===== src/dtm_map.svh =====
`ifndef DTM_MAP_SVH
`define DTM_MAP_SVH

// ==================================================
// register offsets on the 8-bit register port
`define DTM_OFF_MODE      8'h89
`define DTM_OFF_T0_LOW    8'h8A
`define DTM_OFF_T1_LOW    8'h8B
`define DTM_OFF_T0_HIGH   8'h8C
`define DTM_OFF_T1_HIGH   8'h8D

// ==================================================
// timer_mode_control field positions
`define DTM_T1_GATE_BIT   7
`define DTM_T1_SRC_BIT    6
`define DTM_T1_MODE_HI    5
`define DTM_T1_MODE_LO    4
`define DTM_T0_GATE_BIT   3
`define DTM_T0_SRC_BIT    2
`define DTM_T0_MODE_HI    1
`define DTM_T0_MODE_LO    0

// ==================================================
// reset values and timing counts
`define DTM_RST_BYTE      8'h00
`define DTM_RST_PINS      2'h3
`define DTM_UNMAPPED_READ 8'h00
`define DTM_PER_DIV       6
`define DTM_PRESC_MASK    5'h1F

`endif


===== src/dtm_pkg.sv =====
package dtm_pkg;

  // ==================================================
  // per-timer mode, in the order of the two-bit field
  typedef enum logic [1:0] {
    DTM_MODE_13BIT,
    DTM_MODE_16BIT,
    DTM_MODE_RELOAD,
    DTM_MODE_SPLIT
  } dtm_mode_e;

  // ==================================================
  // whole register state of the top module
  typedef struct packed {
    logic [7:0] mode;      // timer_mode_control
    logic [7:0] t0_low;    // timer0_low_count
    logic [7:0] t0_high;   // timer0_high_count
    logic [7:0] t1_low;    // timer1_low_count
    logic [7:0] t1_high;   // timer1_high_count
    logic       t0_flag;   // timer0_overflow_flag
    logic       t1_flag;   // timer1_overflow_flag
    logic [7:0] rdata;     // read data, valid one cycle after the strobe
  } dtm_state_s;

  // ==================================================
  // count pin synchroniser state
  typedef struct packed {
    logic [1:0] meta;      // first stage, read only by stab
    logic [1:0] stab;      // second stage
    logic [1:0] prev;      // previous settled sample
    logic [1:0] fall;      // one-cycle falling edge pulse
  } dtm_sync_s;

endpackage


===== src/dtm_evt_if.sv =====
`timescale 1ns/1ps

// ==================================================
// count events from the helpers to the timer core
interface dtm_evt_if;
  logic [1:0] fall;        // falling edge per count pin, one-cycle pulse
  logic       div_tick;    // divided-down clock tick, one-cycle pulse

  modport edge_src (output fall);
  modport div_src  (output div_tick);
  modport sink     (input fall, input div_tick);
endinterface


===== src/dtm_pin_sync.sv =====
`timescale 1ns/1ps
`include "dtm_map.svh"

module dtm_pin_sync (
  input  wire logic       mclk_i,
  input  wire logic       sys_rst_i,
  input  wire logic [1:0] pin_i,
  dtm_evt_if.edge_src     evt
);

  // ==================================================
  // state
  dtm_pkg::dtm_sync_s q, d;

  // two-stage sync, then high-then-low sample detects a fall
  always_comb begin
    d      = q;
    d.meta = pin_i;
    d.stab = q.meta;
    d.prev = q.stab;
    d.fall = q.prev & ~q.stab;
  end

  // idle level is high so reset never fakes an edge
  always_ff @(posedge mclk_i) begin
    if (sys_rst_i) begin
      q <= '{meta: `DTM_RST_PINS, stab: `DTM_RST_PINS, prev: `DTM_RST_PINS, fall: 2'h0};
    end else begin
      q <= d;
    end
  end

  assign evt.fall = q.fall;

endmodule


===== src/dtm_div.sv =====
`timescale 1ns/1ps
`include "dtm_map.svh"

module dtm_div #(
  parameter int DIV_P = `DTM_PER_DIV
) (
  input  wire logic   mclk_i,
  input  wire logic   sys_rst_i,
  dtm_evt_if.div_src  evt
);

  localparam int W = (DIV_P > 1) ? $clog2(DIV_P) : 1;

  // a divide below two would tick every cycle and hide the divider
  if (DIV_P < 2) begin : g_bad_div
    $error("dtm_div: DIV_P must be at least 2");
  end

  // ==================================================
  // state
  typedef struct packed {
    logic [W-1:0] cnt;     // cycles since last tick
    logic         tick;    // registered tick
  } dtm_div_s;

  dtm_div_s q, d;

  // count 0..DIV_P-1 and pulse on the wrap
  always_comb begin
    d = q;
    if (q.cnt == W'(DIV_P - 1)) begin
      d.cnt  = '0;
      d.tick = 1'b1;
    end else begin
      d.cnt  = q.cnt + W'(1);
      d.tick = 1'b0;
    end
  end

  always_ff @(posedge mclk_i) begin
    if (sys_rst_i) begin
      q <= '{cnt: '0, tick: 1'b0};
    end else begin
      q <= d;
    end
  end

  assign evt.div_tick = q.tick;

endmodule


===== src/dtm_top.sv =====
// Design decision made here: the address-and-strobe port.
`timescale 1ns/1ps
`include "dtm_map.svh"

// Operation
// - timer1 ungated counts whenever its run set
// - timer1 gated needs pin one high, and run unless timer0 is in mode 3
// - timer1 source clear counts divided clock
// - timer1 source set counts pin one falls
// - timer0 ungated counts whenever its run set
// - timer0 gated needs pin zero high and run
// - timer0 source clear counts divided clock
// - timer0 source set counts pin zero falls
// - two-bit mode fields at 5:4 and 1:0
// - mode 0 is 5-bit prescaler plus byte
// - mode 1 is one 16-bit counter
// - timer1 mode 2 reloads low from high
// - timer0 mode 2 reloads low, high untouched
// - timer0 mode 3 low byte uses own controls
// - timer0 mode 3 high byte borrows timer1 run bit and flag
// - reset clears mode and all count bytes
// - split high byte counts divided clock only
// - timer1 mode 3 halts and holds count
// - wrap sets flag, vector acknowledge clears it
// - mode 0 ignores low byte upper bits
module dtm_top #(
  parameter int DIV_P = `DTM_PER_DIV
) (
  input  wire logic       mclk_i,
  input  wire logic       sys_rst_i,
  input  wire logic [7:0] reg_addr_i,
  input  wire logic [7:0] reg_wdata_i,
  input  wire logic       reg_wr_i,
  input  wire logic       reg_rd_i,
  output logic      [7:0] reg_rdata_o,
  input  wire logic       timer0_run_i,
  input  wire logic       timer1_run_i,
  input  wire logic       ext_irq_pin_zero_i,
  input  wire logic       ext_irq_pin_one_i,
  input  wire logic       count_input_pin_zero_i,
  input  wire logic       count_input_pin_one_i,
  input  wire logic       timer0_vector_ack_i,
  input  wire logic       timer1_vector_ack_i,
  output logic            timer0_overflow_flag_o,
  output logic            timer1_overflow_flag_o
);

  // ==================================================
  // helpers: pin edges and divided clock
  dtm_evt_if evt ();

  dtm_pin_sync u_sync (
    .mclk_i    (mclk_i),
    .sys_rst_i (sys_rst_i),
    .pin_i     ({count_input_pin_one_i, count_input_pin_zero_i}),
    .evt       (evt.edge_src)
  );

  dtm_div #(
    .DIV_P (DIV_P)
  ) u_div (
    .mclk_i    (mclk_i),
    .sys_rst_i (sys_rst_i),
    .evt       (evt.div_src)
  );

  // ==================================================
  // one counting step of a timer in modes 0..2; returns {wrap, high, low}
  function automatic logic [16:0] dtm_step(
    input dtm_pkg::dtm_mode_e m,
    input logic [7:0]         lo,
    input logic [7:0]         hi,
    input logic               inc
  );
    logic [5:0]  p;
    logic [8:0]  h;
    logic [16:0] w;
    p = {1'b0, lo[4:0]} + 6'h01;
    h = {1'b0, hi} + 9'h001;
    w = {1'b0, hi, lo} + 17'h00001;
    dtm_step = {1'b0, hi, lo};
    if (inc) begin
      case (m)
        dtm_pkg::DTM_MODE_13BIT: begin
          // upper three low-byte bits are left alone
          if (p[5]) begin
            dtm_step = {h[8], h[7:0], lo[7:5], p[4:0]};
          end else begin
            dtm_step = {1'b0, hi, lo[7:5], p[4:0]};
          end
        end
        dtm_pkg::DTM_MODE_16BIT: begin
          dtm_step = w;
        end
        dtm_pkg::DTM_MODE_RELOAD: begin
          // high byte is the reload value and never changes here
          if (lo == 8'hFF) begin
            dtm_step = {1'b1, hi, hi};
          end else begin
            dtm_step = {1'b0, hi, w[7:0]};
          end
        end
        default: begin
          dtm_step = {1'b0, hi, lo};
        end
      endcase
    end
  endfunction

  // ==================================================
  // state and decoded controls
  dtm_pkg::dtm_state_s q, d;

  dtm_pkg::dtm_mode_e t0_mode;   // timer 0 mode field
  dtm_pkg::dtm_mode_e t1_mode;   // timer 1 mode field
  logic       t0_en;             // timer 0 run/gate qualifier
  logic       t1_en;             // timer 1 run/gate qualifier
  logic       t0_tick;           // timer 0 selected source event
  logic       t1_tick;           // timer 1 selected source event
  logic       t0_inc;            // timer 0 advances this cycle
  logic       t1_inc;            // timer 1 advances this cycle
  logic       th0_inc;           // split high byte advances this cycle
  logic       split;             // timer 0 in mode 3
  logic       t0_wrap;           // timer 0 (or its low byte) wrapped
  logic       t1_wrap;           // timer 1 (or split high byte) wrapped
  logic [16:0] t0_nxt;           // timer 0 step result
  logic [16:0] t1_nxt;           // timer 1 step result
  logic [8:0]  lo0_sum;          // split low byte plus one
  logic [8:0]  hi0_sum;          // split high byte plus one
  logic        wr_mode;          // write strobes per register
  logic        wr_t0l;
  logic        wr_t0h;
  logic        wr_t1l;
  logic        wr_t1h;

  // write decode at the printed offsets
  assign wr_mode = reg_wr_i && (reg_addr_i == `DTM_OFF_MODE);
  assign wr_t0l  = reg_wr_i && (reg_addr_i == `DTM_OFF_T0_LOW);
  assign wr_t0h  = reg_wr_i && (reg_addr_i == `DTM_OFF_T0_HIGH);
  assign wr_t1l  = reg_wr_i && (reg_addr_i == `DTM_OFF_T1_LOW);
  assign wr_t1h  = reg_wr_i && (reg_addr_i == `DTM_OFF_T1_HIGH);

  // ==================================================
  // count qualification
  always_comb begin
    // mode fields
    t0_mode = dtm_pkg::dtm_mode_e'(q.mode[`DTM_T0_MODE_HI:`DTM_T0_MODE_LO]);
    t1_mode = dtm_pkg::dtm_mode_e'(q.mode[`DTM_T1_MODE_HI:`DTM_T1_MODE_LO]);
    split   = (t0_mode == dtm_pkg::DTM_MODE_SPLIT);
    // run alone, or run with the pin high when gated
    t0_en = timer0_run_i && (!q.mode[`DTM_T0_GATE_BIT] || ext_irq_pin_zero_i);
    // timer 1 loses its run bit to the split high byte; the mode field then starts and stops it
    if (split) begin
      t1_en = !q.mode[`DTM_T1_GATE_BIT] || ext_irq_pin_one_i;
    end else begin
      t1_en = timer1_run_i && (!q.mode[`DTM_T1_GATE_BIT] || ext_irq_pin_one_i);
    end
    // source select: divided clock or pin falls
    t0_tick = q.mode[`DTM_T0_SRC_BIT] ? evt.fall[0] : evt.div_tick;
    t1_tick = q.mode[`DTM_T1_SRC_BIT] ? evt.fall[1] : evt.div_tick;
    t0_inc  = t0_en && t0_tick;
    t1_inc  = t1_en && t1_tick;
    // split high byte is a pure timer on timer 1's run bit
    th0_inc = split && timer1_run_i && evt.div_tick;
  end

  // ==================================================
  // next state
  always_comb begin
    d       = q;
    t0_nxt  = dtm_step(t0_mode, q.t0_low, q.t0_high, t0_inc);
    t1_nxt  = dtm_step(t1_mode, q.t1_low, q.t1_high, t1_inc);
    lo0_sum = {1'b0, q.t0_low} + 9'h001;
    hi0_sum = {1'b0, q.t0_high} + 9'h001;
    t0_wrap = 1'b0;
    t1_wrap = 1'b0;

    // timer 0 count bytes
    if (split) begin
      // two independent 8-bit counters
      if (t0_inc) begin
        d.t0_low = lo0_sum[7:0];
        t0_wrap  = lo0_sum[8];
      end
      if (th0_inc) begin
        d.t0_high = hi0_sum[7:0];
      end
    end else begin
      d.t0_low  = t0_nxt[7:0];
      d.t0_high = t0_nxt[15:8];
      t0_wrap   = t0_nxt[16];
    end

    // timer 1 count bytes
    d.t1_low  = t1_nxt[7:0];
    d.t1_high = t1_nxt[15:8];

    // flag 1 belongs to the split high byte while timer 0 is in mode 3
    if (split) begin
      t1_wrap = th0_inc && hi0_sum[8];
    end else begin
      t1_wrap = t1_nxt[16];
    end

    // a software write overrides a same-cycle increment of that byte
    if (wr_t0l) begin
      d.t0_low = reg_wdata_i;
    end
    if (wr_t0h) begin
      d.t0_high = reg_wdata_i;
    end
    if (wr_t1l) begin
      d.t1_low = reg_wdata_i;
    end
    if (wr_t1h) begin
      d.t1_high = reg_wdata_i;
    end
    if (wr_mode) begin
      d.mode = reg_wdata_i;
    end

    // flags: a wrap in the acknowledge cycle keeps the flag set
    if (t0_wrap) begin
      d.t0_flag = 1'b1;
    end else if (timer0_vector_ack_i) begin
      d.t0_flag = 1'b0;
    end
    if (t1_wrap) begin
      d.t1_flag = 1'b1;
    end else if (timer1_vector_ack_i) begin
      d.t1_flag = 1'b0;
    end

    // read data for the next cycle only; zero otherwise
    d.rdata = `DTM_UNMAPPED_READ;
    if (reg_rd_i) begin
      case (reg_addr_i)
        `DTM_OFF_MODE: begin
          d.rdata = q.mode;
        end
        `DTM_OFF_T0_LOW: begin
          d.rdata = q.t0_low;
        end
        `DTM_OFF_T0_HIGH: begin
          d.rdata = q.t0_high;
        end
        `DTM_OFF_T1_LOW: begin
          d.rdata = q.t1_low;
        end
        `DTM_OFF_T1_HIGH: begin
          d.rdata = q.t1_high;
        end
        default: begin
          d.rdata = `DTM_UNMAPPED_READ;
        end
      endcase
    end
  end

  // ==================================================
  // state register
  always_ff @(posedge mclk_i) begin
    if (sys_rst_i) begin
      q <= '{mode: `DTM_RST_BYTE, t0_low: `DTM_RST_BYTE, t0_high: `DTM_RST_BYTE,
             t1_low: `DTM_RST_BYTE, t1_high: `DTM_RST_BYTE, t0_flag: 1'b0,
             t1_flag: 1'b0, rdata: `DTM_RST_BYTE};
    end else begin
      q <= d;
    end
  end

  // outputs straight from the state flops
  assign reg_rdata_o            = q.rdata;
  assign timer0_overflow_flag_o = q.t0_flag;
  assign timer1_overflow_flag_o = q.t1_flag;

  logic any_wr;  // any write this cycle
  assign any_wr = reg_wr_i;
endmodule


===== config.mk =====
export PLATFORM = sky130hd
export DESIGN_NAME = dtm_top
export DESIGN_NICKNAME = d
export VERILOG_FILES = /design/src/dtm_pkg.sv /design/src/dtm_evt_if.sv /design/src/dtm_pin_sync.sv /design/src/dtm_div.sv /design/src/dtm_top.sv
export VERILOG_INCLUDE_DIRS = /design/src
export SDC_FILE = /design/constraint.sdc
export NUM_CORES = 1
export LEC_CHECK = 0
export ABC_AREA = 1
export BUFFER_PORTS_ARGS = -buffer_cell sky130_fd_sc_hd__clkbuf_2
export CAP_MARGIN = 30
export CORE_ASPECT_RATIO = 1.75
export CORE_MARGIN = 2
export CORE_UTILIZATION = 45
export CTS_BUF_LIST = sky130_fd_sc_hd__clkbuf_8 sky130_fd_sc_hd__clkbuf_16
export CTS_CLUSTER_SIZE = 10
export DETAILED_ROUTE_END_ITERATION = 12
export SETUP_SLACK_MARGIN = 0.02
export SLEW_MARGIN = 20
export SYNTH_ARGS = -nofsm -noshare
export SYNTH_HDL_FRONTEND = slang
export SYNTH_SLANG_ARGS = --single-unit

===== constraint.sdc =====
create_clock -name mclk_i -period 3.65 [get_ports mclk_i]
set_input_delay 1.095 -clock mclk_i [delete_from_list [all_inputs] [get_ports mclk_i]]
set_output_delay 1.095 -clock mclk_i [all_outputs]
set_load 0.005 [all_outputs]

==> impl_metrics.yaml, run 1 <==
global_routing:
  grt_first_pass_wirelength_um: 26000
  antenna_found_initial: 0
  track_usage_pct: 30.4
  grt_max_degree: 42
  grt_pass1_vias: 5090
  grt_overflow_total: 0
timing:
  timing.setup.tns_ns: 0
  hold_viol: 0
  fin_skew_ns: 0.00592
  fmax_mhz: 401
  timing.final.ws_setup_ns: 1.16
  tightest_slew_ns: 0.778
  rsz0062_at_grt: "false"
  fin_crit_sh_pct: 68.3
  min_period_ns: 2.49
  setup_viol: 0
  hold_slack_ns: 0.407
  slew_violations: 0
  slew_headroom_pct: 48.1
synth:
  yosysTopAreaCell: "dfxtp_1"
  yosysUniqueCellTypes: 38
  synth_nets: 832
  yosysWarningCount: 0
  synth_seq_area_share_pct: 26.2
  synth_edf_count: 0
  ys.flop_type: "dfxtp_1"
  ys_seq_elements: 62
  synth_area_per_cell_um2: 5.98
  syn-instance-count: 792
  yosys-top-cells-area: "dfxtp_1, nand2_1, nand3_1, inv_1, a21oi_1"
  synth_top_area_share_pct: 26.2
  syn_area_um2: 4740
  synth-async-reset-ratio_pct: 0
outcome:
  outcome: "finished clean"
critical_path:
  critPathMaxStageDelay_ns: 0.49
  crit_required_ns: 3.86
  worstPathMaxFanout: 13
  crit_buf_inv: 3
  critPathSlowestCell: "nor2_2"
  end_kind: "flop"
  reg2regPathDepth: 10
  crit_cells: 10
  timing_worst_setup_path_type: "in2reg"
  cp.arrival_ns: 2.70
  crit_path_start_kind: "input port"
  worstSetupStartpoint: "reg_addr_i[6]"
  r2r-start: "q[43]"
  rrSetupSlack_ns: 1.34
  crit_family: "simple AND/OR/NAND/NOR gates"
  path_cells: "clkbuf_2 -> inv_1 -> nand2_1 -> nor2_2 -> nand2_4 -> nor2_2 -> buf_4 -> nand2_1 -> o21ai_0 -> a21oi_1"
finish:
  num_antenna_cells: 0
  layout-drive-gt1-share_pct: 14.2
  syn_to_final_growth_pct: 10.0
  utilization_pct: 50.9
  final_cells: 949
  fill_cells: 1132
  design_area_um2: 5210
  fin_nets: 857
route:
  ant_nets: 0
  avgViaCountPerCell: 5.52
  wl_per_cell_um: 17.6
  num_vias: 5241
  wirelength_um: 16700
  drt-pass1-iter-count: 5
  drt-initial-drc-count: 383
  drc: 0
clock_network:
  htree_levels: 3
  cts_tree: "built"
  cts-buffers-inserted: 9
  insertion_delay_ns: 0.34
  cts_setup_buffers: 0
  path_clk_slew_ns: 0.06
  clock-root-buffer: "clkbuf_16"
  holdBufCountCts: 0
  cts_buffer_depth: 2
  cts_resized: 0
  clock-sinks: 62
power:
  power_mw: 1.55
  peakVddDrop_v: 0.000252
  power_density_nw_per_um2: 298
  leakage_nw: 2.35
placed_design:
  gp_congestion: 0.977
  place_ws_ns: 0.813
  dp_hpwl_um: 13300
  place_inst: 933
  placed_cell_area_um2: 4940
  port_buffers: 37
job:
  maxCapViolations: 0
die:
  start_util_pct: 46.3
  ios: 38
  die-width_um: 81.6
  dieArea_um2: 11400
  die_height_um: 140
  core_area_um2: 10200
  placementRows: 49
min_path:
  hold_path_startpoint: "u_sync.d[4]"
  whs_path_depth: 1
  hp-class: "reg2reg"
[synthesized netlist by cell type, drive strengths merged (2+ instances only)]
cell type and instances:
nand2 221, inv 118, nor2 91, nand3 81, a21oi 64, dfxtp 62, o21ai 52, buf 19
o22ai 15, ha 12, nand4 12, nor3 10, clkbuf 7, xor2 7, or2 6, o211ai 3
xnor2 3, a21boi 2, clkinv 2, nand3b 2
[layer usage]
metal	wire [µm]	vias up	global-route usage, %
met1	6090	2423	31.5
met4	1090	0	19.3
li1	-	2600	-
met5	0	-	0
met3	682	58	4.60
met2	8880	160	54.6
[worst paths after layout]
check | end
worst max register to register | q[22]
worst max-delay path | q[43]
worst min-delay path | u_sync.d[2]
worst min register to register | u_sync.d[2]
[cell type report]
type | count | area [µm²] | area share [%]
multi-input combinational | 584 | 2880 | 55.3
sequential | 62 | 1240 | 23.8
inverter | 120 | 453 | 8.69
clock buffer | 9 | 225 | 4.32
timing repair buffer | 40 | 208 | 3.98
tap | 127 | 159 | 3.05
clock inverter | 7 | 42.5 | 0.816
[worst reg2reg max path, cell delays in order (launching register included)]
cell     delay (ns)
dfxtp_1        0.43
ha_1           0.71
nor2_1         0.11
nor2_1         0.12
nand2_1        0.09
inv_2          0.20
nand2_1        0.14
nand2_1        0.14
o21ai_0        0.11
nor2_1         0.10
nor2_1         0.04
[power breakdown]
part	internal (mW)	switching [mW]	total [mW]
Combinational	0.0250	0.0571	0.0821
Clock	0.454	0.330	0.784
Sequential	0.684	0.00414	0.688
Total	1.16	0.391	1.55
[cells by family after synthesis]
kind of cell | Yosys count | share of synthesized area (%)
compound gates | 139 | 15.8
xor+xnor | 10 | 1.85
fa+ha+maj | 12 | 3.17
buf+inv | 146 | 12.9
flops | 62 | 26.2
simple gates | 423 | 40.1
[flip-flops by register name (all words and copies together) (netlist names)]
| signal | cells |
|---|---|
| reg_rdata_o | 8 |
| u_sync.d | 4 |
| timer0_overflow_flag_o | 1 |
| timer1_overflow_flag_o | 1 |
| u_sync.evt.fall | 2 |
| q | 40 |
| u_sync.q | 2 |
| u_div.q | 3 |
| u_div.evt.div_tick | 1 |
[cell usage in the layout, fill, tap and decap left out, types with 2 or more instances in the layout]
cell / count
or2_2: 6
clkinv_2: 3
inv_2: 21
o211ai_1: 3
nor3_2: 4
nand3_1: 77
a21oi_1: 63
nor3_1: 6
a21boi_0: 2
xnor2_1: 3
dfxtp_1: 62
clkbuf_2: 37
nor2_2: 6
nand4_1: 12
o21ai_0: 27
nor2_1: 80
nor2_4: 4
nand3_2: 4
o22ai_1: 15
nand3b_1: 2
inv_1: 97
nand2_1: 210
buf_4: 3
nand2_2: 8
xor2_1: 7
clkinv_1: 2
o21ai_2: 2
nand2_4: 3
clkbuf_16: 9
clkinvlp_4: 2
o21ai_1: 23
ha_1: 12
Note: power is estimated with default switching activity, not from simulation.
==> run 2, diff against run 1 <==
Clock period 3.65 ns to 2.35 ns, I/O delays scaled along.
==> impl_metrics.yaml, run 2 (synthesized netlist as in run 1, its figures left out) <==
die:
  start_util_pct: 46.3
  die-width_um: 81.6
  ios: 38
  die_height_um: 140
  core_area_um2: 10200
  placementRows: 49
  dieArea_um2: 11400
timing:
  hold_slack_ns: 0.410
  timing.final.ws_setup_ns: 0.298
  rsz0062_at_grt: "false"
  fin_crit_sh_pct: 87.3
  timing.setup.tns_ns: 0
  slew_headroom_pct: 69.5
  fmax_mhz: 487
  min_period_ns: 2.05
  tightest_slew_ns: 0.455
  fin_skew_ns: 0.00669
  slew_violations: 0
  hold_viol: 0
  setup_viol: 0
clock_network:
  insertion_delay_ns: 0.34
  cts-buffers-inserted: 9
  cts_setup_buffers: 0
  cts_resized: 0
  holdBufCountCts: 0
  clock-root-buffer: "clkbuf_16"
  path_clk_slew_ns: 0.06
  htree_levels: 3
  clock-sinks: 62
  cts_tree: "built"
  cts_buffer_depth: 2
route:
  wirelength_um: 16600
  drt-initial-drc-count: 297
  ant_nets: 0
  drc: 0
  avgViaCountPerCell: 5.47
  wl_per_cell_um: 17.3
  num_vias: 5272
  drt-pass1-iter-count: 5
critical_path:
  cp.arrival_ns: 2.32
  reg2regPathDepth: 9
  r2r-start: "q[42]"
  r2r_end: "q[34]"
  crit_required_ns: 2.62
  end_kind: "flop"
  worstPathMaxFanout: 13
  crit_path_start_kind: "flop"
  rrSetupSlack_ns: 0.30
  timing_worst_setup_path_type: "reg2reg"
min_path:
  hold_path_startpoint: "u_sync.q[2]"
  holdPathEnd: "u_sync.evt.fall[0]"
  whs_path_depth: 2
  hp-class: "reg2reg"
placed_design:
  dp_hpwl_um: 13400
  port_buffers: 37
  place_ws_ns: 0.215
  gp_congestion: 0.991
finish:
  layout-drive-gt1-share_pct: 15.8
  syn_to_final_growth_pct: 13.1
  largest_register_ffs: 40
  final_cell_mix: "nand2_1, inv_1, nor2_1"
  fin_nets: 871
  num_antenna_cells: 0
  top_register: "q"
  layout_commonest_cell: "nand2_1"
  utilization_pct: 52.4
global_routing:
  grt_max_degree: 31
  track_usage_pct: 30.2
  grt_pass1_vias: 5088
  grt_overflow_total: 0
  grt_first_pass_wirelength_um: 25900
  antenna_found_initial: 0
power:
  power_mw: 2.56
  peakVddDrop_v: 0.000559
  power_density_nw_per_um2: 477
  leakage_nw: 2.44
outcome:
  outcome: "finished clean"
job:
  maxCapViolations: 0
-- run 2: changes by cell type in the layout (fill, tap and decap cells not counted), sizes merged --
cell / before / now
clkinv: 6 / 5
bufinv: 0 / 1
buf: 3 / 17
-- run 2: where the power goes --
part,internal (mW),total [mW],switching (mW)
clock,0.822,1.36,0.537
sequential,1.06,1.07,0.00637
combinational,0.0420,0.131,0.0887
total,1.93,2.56,0.632
-- run 2: per-layer routing --
layer	wire length (µm)	vias to the layer above	part of all wire, %	GRT usage [%]
li1	-	2624	-	-
met2	8780	185	53	54.3
met4	1120	0	6.7	18.5
met1	6170	2396	37	31.8
met5	0	-	0	0
met3	567	67	3.4	4.02
-- run 2: critical path: stages (launching register included) --
cell and delay, ns:
dfxtp_1 0.35, inv_1 0.13, ha_1 0.46, inv_1 0.20
nand3_1 0.13, nand2_1 0.14, o21bai_2 0.27, o21ai_1 0.12
nand2_1 0.08, a21oi_1 0.12
-- run 2: layout make-up --
cell class              instances  area (µm²)
flip-flops and latches         62        1240
multi-input cells             584        2880
well taps                     127         159
clock buffers                   9         225
repair buffers                 54         325
inverters                     120         453
clock inverters                 7        72.6
fillers                      1115        4880
-- run 2: worst max-delay path by stage --
stage	slack (ns)	from	endpoint	cells past startpoint
finish	0.30	q[42]	q[34]	9
global route	0.15	q[42]	q[34]	9
CTS	0.34	q[42]	q[37]	9
detailed placement	0.21	reg_addr_i[2]	q[22]	9
global placement	0.24	reg_addr_i[2]	q[22]	9
floorplan	0.51	reg_addr_i[6]	q[11]	12
-- run 2: per-stage QoR --
step,area (µm²),cells
floorplan,4740,792
global placement,5060,947
detailed placement,5060,947
CTS,5360,963
global route,5360,963
finish,5360,963
